### src/design/avm_defines.vh
`ifndef AVM_DEFINES_VH
`define AVM_DEFINES_VH

// ----------------------------------------
// Register offsets
// ----------------------------------------
`define AVM_ADDR_THS_HIGH   8'h60
`define AVM_ADDR_THS_LOW    8'h61
`define AVM_ADDR_DB_COUNT   8'h62
`define AVM_ADDR_REFX_HIGH  8'h63
`define AVM_ADDR_REFX_LOW   8'h64
`define AVM_ADDR_REFY_HIGH  8'h65
`define AVM_ADDR_REFY_LOW   8'h66
`define AVM_ADDR_REFZ_HIGH  8'h67
`define AVM_ADDR_REFZ_LOW   8'h68

// ----------------------------------------
// Field positions and widths
// ----------------------------------------
`define AVM_DBMODE_BIT      7
`define AVM_THS_HI_MSB      4
`define AVM_REF_HI_MSB      5
`define AVM_THS_W           13
`define AVM_DATA_W          14

// ----------------------------------------
// Reset values
// ----------------------------------------
`define AVM_RST_BYTE        8'h00
`define AVM_RST_REF         14'h0000

`endif

### src/design/avm_sqdist_cmp.v
`timescale 1ns/1ps
`default_nettype none

// ----------------------------------------
// Squared distance against squared threshold
// ----------------------------------------
module avm_sqdist_cmp #(
  parameter DW = 14,
  parameter TW = 13
) (
  // Current sample
  input  wire signed [DW-1:0] cur_x,
  input  wire signed [DW-1:0] cur_y,
  input  wire signed [DW-1:0] cur_z,
  // Reference vector
  input  wire signed [DW-1:0] ref_x,
  input  wire signed [DW-1:0] ref_y,
  input  wire signed [DW-1:0] ref_z,
  // Threshold and result
  input  wire        [TW-1:0] thresh,
  output wire                 above
);

  wire signed [DW:0]      dx;
  wire signed [DW:0]      dy;
  wire signed [DW:0]      dz;
  wire        [2*DW+1:0]  sx;
  wire        [2*DW+1:0]  sy;
  wire        [2*DW+1:0]  sz;
  wire        [2*DW+3:0]  sum;
  wire        [2*DW+3:0]  tsq;
  wire        [2*TW-1:0]  tprod;

  // One extra bit so full-scale differences cannot wrap
  assign dx  = {cur_x[DW-1], cur_x} - {ref_x[DW-1], ref_x};
  assign dy  = {cur_y[DW-1], cur_y} - {ref_y[DW-1], ref_y};
  assign dz  = {cur_z[DW-1], cur_z} - {ref_z[DW-1], ref_z};
  assign sx  = dx * dx;
  assign sy  = dy * dy;
  assign sz  = dz * dz;
  assign sum = {2'b00, sx} + {2'b00, sy} + {2'b00, sz};
  // Square in its own full-width net; inside a concatenation it would be cut to TW bits
  assign tprod = thresh * thresh;
  assign tsq   = {{(2*DW+4-2*TW){1'b0}}, tprod};
  // Both sides non-negative integers, so no square root is needed
  assign above = (sum > tsq);

endmodule

`default_nettype wire

### src/design/avm_detector.v
`timescale 1ns/1ps
`default_nettype none

`include "avm_defines.vh"

// Operation
// - Flag event when vector distance exceeds threshold beyond debounce count.
// - Latch off: flag follows condition; latch on: hold until source read.
// - On enable, reference from live data or from initial registers.
// - After trigger, update reference from live data unless update mode set.
// - Debounce mode 0: counter decrements on below-threshold sample.
// - Debounce mode 1: counter clears on below-threshold sample.
// - 13-bit threshold, bits 12:8 in high register beside mode bit 7.
// - Threshold bits 7:0 in low register; LSB matches acceleration data.
// - 8-bit debounce count, period is count times one step: one sample period, or two in hybrid mode.
// - Hybrid mode steps the debounce counter at half the sample rate.
// - Initial references are signed 14-bit, split into high and low registers.
// - Initial registers load the reference on enable while select bit is one, and every cycle while update mode is also set.
// - Initial references share the acceleration output LSB weight.
module avm_detector #(
  parameter DW = `AVM_DATA_W,
  parameter TW = `AVM_THS_W
) (
  // Clock and reset
  input  wire                 clk,
  input  wire                 sys_rst,
  // Register port
  input  wire        [7:0]    reg_addr,
  input  wire        [7:0]    reg_wdata,
  input  wire                 reg_wr,
  input  wire                 reg_rd,
  output reg         [7:0]    reg_rdata,
  // Configuration bits
  input  wire                 vm_enable,
  input  wire                 vm_latch_en,
  input  wire                 vm_init_sel,
  input  wire                 vm_update_mode,
  input  wire                 hybrid_mode,
  // Sample stream
  input  wire                 sample_tick,
  input  wire signed [DW-1:0] accel_x,
  input  wire signed [DW-1:0] accel_y,
  input  wire signed [DW-1:0] accel_z,
  // Event
  input  wire                 int_source_read,
  output reg                  vm_event
);

  // ----------------------------------------
  // Registers
  // ----------------------------------------
  reg        [7:0]    ths_high_reg;
  reg        [7:0]    ths_low_reg;
  reg        [7:0]    db_count_reg;
  reg        [DW-1:0] init_x_reg;
  reg        [DW-1:0] init_y_reg;
  reg        [DW-1:0] init_z_reg;
  reg        [DW-1:0] ref_x_reg;
  reg        [DW-1:0] ref_y_reg;
  reg        [DW-1:0] ref_z_reg;
  reg        [7:0]    dbc_reg;
  reg        [7:0]    dbc_next;
  reg                 en_d_reg;
  reg                 half_reg;
  reg                 trig_reg;
  reg        [7:0]    rdata_next;

  wire       [TW-1:0] thresh;
  wire                above;
  wire                step;
  wire                trig_next;
  wire                en_rise;

  assign thresh = {ths_high_reg[`AVM_THS_HI_MSB:0], ths_low_reg};
  assign en_rise = vm_enable & ~en_d_reg;

  // ----------------------------------------
  // Register writes
  // ----------------------------------------
  always @(posedge clk) begin
    if (sys_rst) begin
      ths_high_reg <= `AVM_RST_BYTE;
      ths_low_reg  <= `AVM_RST_BYTE;
      db_count_reg <= `AVM_RST_BYTE;
      init_x_reg   <= `AVM_RST_REF;
      init_y_reg   <= `AVM_RST_REF;
      init_z_reg   <= `AVM_RST_REF;
    end else if (reg_wr) begin
      case (reg_addr)
        `AVM_ADDR_THS_HIGH:  ths_high_reg <= reg_wdata & 8'h9f;
        `AVM_ADDR_THS_LOW:   ths_low_reg  <= reg_wdata;
        `AVM_ADDR_DB_COUNT:  db_count_reg <= reg_wdata;
        `AVM_ADDR_REFX_HIGH: init_x_reg[DW-1:8] <= reg_wdata[`AVM_REF_HI_MSB:0];
        `AVM_ADDR_REFX_LOW:  init_x_reg[7:0]    <= reg_wdata;
        `AVM_ADDR_REFY_HIGH: init_y_reg[DW-1:8] <= reg_wdata[`AVM_REF_HI_MSB:0];
        `AVM_ADDR_REFY_LOW:  init_y_reg[7:0]    <= reg_wdata;
        `AVM_ADDR_REFZ_HIGH: init_z_reg[DW-1:8] <= reg_wdata[`AVM_REF_HI_MSB:0];
        `AVM_ADDR_REFZ_LOW:  init_z_reg[7:0]    <= reg_wdata;
        default: begin
        end
      endcase
    end
  end

  // ----------------------------------------
  // Register reads
  // ----------------------------------------
  always @* begin
    case (reg_addr)
      `AVM_ADDR_THS_HIGH:  rdata_next = ths_high_reg;
      `AVM_ADDR_THS_LOW:   rdata_next = ths_low_reg;
      `AVM_ADDR_DB_COUNT:  rdata_next = db_count_reg;
      `AVM_ADDR_REFX_HIGH: rdata_next = {2'b00, init_x_reg[DW-1:8]};
      `AVM_ADDR_REFX_LOW:  rdata_next = init_x_reg[7:0];
      `AVM_ADDR_REFY_HIGH: rdata_next = {2'b00, init_y_reg[DW-1:8]};
      `AVM_ADDR_REFY_LOW:  rdata_next = init_y_reg[7:0];
      `AVM_ADDR_REFZ_HIGH: rdata_next = {2'b00, init_z_reg[DW-1:8]};
      `AVM_ADDR_REFZ_LOW:  rdata_next = init_z_reg[7:0];
      default:             rdata_next = 8'h00;
    endcase
  end

  always @(posedge clk) begin
    if (sys_rst) begin
      reg_rdata <= 8'h00;
    end else if (reg_rd) begin
      reg_rdata <= rdata_next;
    end
  end

  // ----------------------------------------
  // Magnitude compare
  // ----------------------------------------
  // Reference LSB equals data LSB, so raw values subtract directly
  avm_sqdist_cmp #(
    .DW (DW),
    .TW (TW)
  ) u_cmp (
    .cur_x  (accel_x),
    .cur_y  (accel_y),
    .cur_z  (accel_z),
    .ref_x  (ref_x_reg),
    .ref_y  (ref_y_reg),
    .ref_z  (ref_z_reg),
    .thresh (thresh),
    .above  (above)
  );

  // ----------------------------------------
  // Sample step and debounce
  // ----------------------------------------
  // Hybrid mode uses every other sample tick
  assign step = sample_tick & vm_enable & (~hybrid_mode | half_reg);

  always @* begin
    dbc_next = dbc_reg;
    if (step) begin
      if (above) begin
        if (dbc_reg < db_count_reg) begin
          dbc_next = dbc_reg + 8'h01;
        end
      end else if (ths_high_reg[`AVM_DBMODE_BIT]) begin
        dbc_next = 8'h00;
      end else if (dbc_reg != 8'h00) begin
        dbc_next = dbc_reg - 8'h01;
      end
    end
  end

  // Counter must be at the full count and the condition true on the latest step
  assign trig_next = vm_enable & (dbc_next == db_count_reg) & (step ? above : trig_reg);

  always @(posedge clk) begin
    if (sys_rst) begin
      dbc_reg  <= 8'h00;
      half_reg <= 1'b0;
      en_d_reg <= 1'b0;
      trig_reg <= 1'b0;
    end else begin
      en_d_reg <= vm_enable;
      trig_reg <= trig_next;
      if (!vm_enable) begin
        dbc_reg  <= 8'h00;
        half_reg <= 1'b0;
      end else begin
        dbc_reg <= dbc_next;
        if (sample_tick) begin
          half_reg <= ~half_reg;
        end
      end
    end
  end

  // ----------------------------------------
  // Reference vector
  // ----------------------------------------
  always @(posedge clk) begin
    if (sys_rst) begin
      ref_x_reg <= `AVM_RST_REF;
      ref_y_reg <= `AVM_RST_REF;
      ref_z_reg <= `AVM_RST_REF;
    end else if (en_rise | (vm_init_sel & vm_update_mode)) begin
      // Held registers also let software steer the reference live
      ref_x_reg <= vm_init_sel ? init_x_reg : accel_x;
      ref_y_reg <= vm_init_sel ? init_y_reg : accel_y;
      ref_z_reg <= vm_init_sel ? init_z_reg : accel_z;
    end else if (trig_next & ~trig_reg & ~vm_update_mode) begin
      ref_x_reg <= accel_x;
      ref_y_reg <= accel_y;
      ref_z_reg <= accel_z;
    end
  end

  // ----------------------------------------
  // Event flag
  // ----------------------------------------
  always @(posedge clk) begin
    if (sys_rst) begin
      vm_event <= 1'b0;
    end else if (vm_latch_en) begin
      // New trigger wins over a coinciding source read
      if (trig_next & ~trig_reg) begin
        vm_event <= 1'b1;
      end else if (int_source_read) begin
        vm_event <= 1'b0;
      end
    end else begin
      vm_event <= trig_next;
    end
  end

endmodule

`default_nettype wire

### config.mk
export PLATFORM = sky130hd
export DESIGN_NAME = avm_detector
export DESIGN_NICKNAME = d
export VERILOG_FILES = /design/src/design/avm_sqdist_cmp.v /design/src/design/avm_detector.v
export VERILOG_INCLUDE_DIRS = /design/src /design/src/design
export SDC_FILE = /design/constraint.sdc
export NUM_CORES = 2
export LEC_CHECK = 0
export ABC_AREA = 1
export BUFFER_PORTS_ARGS = -buffer_cell sky130_fd_sc_hd__buf_4
export CORE_ASPECT_RATIO = 1.5
export CORE_MARGIN = 5
export CORE_UTILIZATION = 55
export DETAILED_ROUTE_END_ITERATION = 10
export HOLD_SLACK_MARGIN = 0.03
export PLACE_DENSITY_LB_ADDON = 0.25
export SYNTH_ARGS = -nofsm -noshare
export SYNTH_HDL_FRONTEND = slang
export SYNTH_HIERARCHICAL = 1
export SYNTH_SLANG_ARGS = --single-unit
export TNS_END_PERCENT = 10
### constraint.sdc
create_clock -name clk -period 19.7 [get_ports clk]
set_input_delay 0.985 -clock clk [delete_from_list [all_inputs] [get_ports clk]]
set_output_delay 0.985 -clock clk [all_outputs]
set_load 0.005 [all_outputs]
==> results by group <==
Worst setup path
  – Crit end category: flop
  – CP dominant cell by count: nand2_1
  – Crit start category: input port
  – CP Class: input port to flop
  – Largest fanout on the critical path: 84
  – RR Startpoint: ref_x_reg[2]
  – R2R Path End: ref_z_reg[13]
  – CP required: about 20,000 ps
  – Data arrival time of the worst path: 14,550 ps
  – CP max stage cell: nand3_4
  – Critical Path Max Stage Delay: 800 ps
  – Worst R2R Setup Slack: slightly below 6000 ps
  – R2R cell count: slightly above 60

Synth
  – Top FF cell, synth: dfxtp_1
  – Number of synthesized flops with an enable pin: 0
  – Mapped Cells: 5,084
  – Netlist cell types: 61
  – Synth area leaders: fa_1 (37%), ha_1 (13%), inv_1 (13%)
  – Synth Warn #: 6
  – Sequential area share after synthesis: 6.41%
  – Share of the synthesized area in the top cell type: ~37%
  – Post-Syn Area: 39,400 µm²
  – Syn avg cell area: a little under 8 µm²
  – Async S/R FF share, synth: 0%
  – Syn_nets: between 6,000 and 7,000
  – Register bit count reported by yosys: 126
  – Leading area contributor after synthesis: fa_1

Die
  – Ports: between 70 and 80
  – Die W: 228 µm
  – Die Y: about 340 µm
  – Starting density of the core: roughly 55%
  – Die area: 77,200 µm²
  – Core Region: slightly above 70,000 µm²
  – Core Rows: 120

Clock tree
  – CTS tree: built
  – Clock latency at the later pin of the worst-skew pair: 420 ps
  – Cts bufs inserted: 17
  – CTS Buffer Depth: 2
  – Setup bufs post-CTS: 0
  – Clock sink count: about 130
  – Post-CTS sizing: 0
  – Post-CTS Hold Buffers: 0
  – Clk root buf: clkbuf_16
  – Clock slew at reported path FFs: 60 ps
  – H-Tree Depth: 4

Route
  – Via count: about 32,000
  – Routed Antenna Nets: 0
  – Final wirelength: between 100 and 150 mm
  – Post-DR vias/cell: 5.30
  – Pre-Repair DR Iteration Count: 9
  – Residual DRC count: 0
  – Routed WL per cell: 17.1 µm
  – Initial DRC count: roughly 1,700

Place
  – Placed Area: 40,700 µm²
  – Port bufs: 77
  – Gp weighted congestion: approximately 0.98
  – Detailed placement HPWL: 89.4 mm

STA
  – Fin Clk Skew: roughly 8.6 ps
  – Relative slew margins: about 28%
  – Max Fclk: 70.2 MHz
  – Fin Setup TNS: 0 ps
  – Final min period: around 14,000 ps
  – Final Hold Fails: 0
  – Hold Worst Slack: roughly 470 ps
  – Max Transition Viols Final: 0
  – Endpoints failing setup: 0
  – Slew at the pin with the worst max-slew slack: 1080 ps
  – Unrepaired setup endpoints after global routing: false
  – Final worst path period share: 72.3%

Final layout
  – Area grow syn2layout: 5.14%
  – Most frequent cells in the layout: inv_1 (1,368), nand2_1 (805), fa_1 (724)
  – Layout cells sized above 1: between 4 and 5%
  – Fin util: between 50% and 60%
  – Most common cell after layout, fill and taps aside: inv_1
  – # nets final: approximately 6,300
  – Fin area: roughly 41,000 µm²

Worst hold path
  – Hold path start: reg_rdata[0]
  – Min-Delay Path Class: flop to flop
  – Hold path endpoint: reg_rdata[0]
  – Hold depth: 2

Global routing
  – Initial antenna violation count: 1
  – GRT Overall Usage: a little over a quarter
  – Largest net degree at the start of global routing: about 110
  – GRT Residual Overflow: 0
  – First-pass GRT wire length: roughly 170 mm
  – Vias in the first global route: about 34,000

Outcome
  – Run status: finished clean

Job
  – Max_cap viols: 0
[cells in the mapped netlist (25+ instances only)]
cell type and number:
a21oi_1 308, dfxtp_1 126, clkbuf_1 57, a21o_1 25, ha_1 422, xor2_1 98, nand3_1 152, xnor2_1 76
nor3_1 26, nand4_1 27, nor2_1 421, o21ai_0 193, inv_1 1370, fa_1 724, nand2_1 806
[worst max-delay path: cells and delay by family]
| kind | cells | cell delay, ps |
|---|---|---|
| AO/OA/AOI/OAI | 8 | 1770 |
| adder cells (fa/ha/maj) | 12 | 5060 |
| XOR/XNOR | 2 | 350 |
| AND/OR/NAND/NOR | 32 | 5360 |
| buffers and inverters | 9 | 930 |
[routing by layer]
layer,wire (µm),GRT usage [%]
met5,0,0
met4,5240,11.4
met3,4620,2.79
met2,53800,50.8
met1,39400,32.1
[how the worst max path moves through the flow]
stage                     from       endpoint  slack, ps
finish              accel_y[0]  ref_z_reg[13]       5450
global route        accel_y[0]   ref_x_reg[8]       4320
CTS                 accel_y[0]  ref_z_reg[13]       5450
detailed placement  accel_y[0]   ref_y_reg[8]       5080
global placement    accel_y[0]   ref_y_reg[6]       5300
floorplan           accel_z[0]  ref_x_reg[10]       8450
[layout make-up]
cell class              instances  area (µm²)
clock inverters                15         234
diodes                          1        2.50
flip-flops and latches        126        2520
repair buffers                 90         676
well taps                     915        1140
inverters                    1404        5270
fillers                      6757       29800
multi-input cells            3461       31100
clock buffers                  17         425
[metrics by stage]
stage	worst slack [ps]	std cells
2_1_floorplan	8450	5084
3_3_place_gp	5300	5996
3_5_place_dp	5080	5996
4_1_cts	5450	6028
5_1_grt	4320	6029
6_report	5450	6029
[logic make-up (layout without fill, tap and decap cells)]
kind of cell / Yosys count / in the layout / share of synthesized area [%]
other: 1 / 2 / 0.00952
adders and majority gates: 1146 / 1146 / 50.2
xor gates and xnor gates: 180 / 180 / 4.15
DFF: 126 / 126 / 6.41
buffers and inverters: 1497 / 1526 / 14.6
and+or+nand+nor: 1520 / 1520 / 16.2
AOI/OAI and AO/OA: 614 / 614 / 8.48
Power is left out: the tool's default activity adds up to more than one toggle a clock period on the data nets, which glitch-free logic cannot reach.
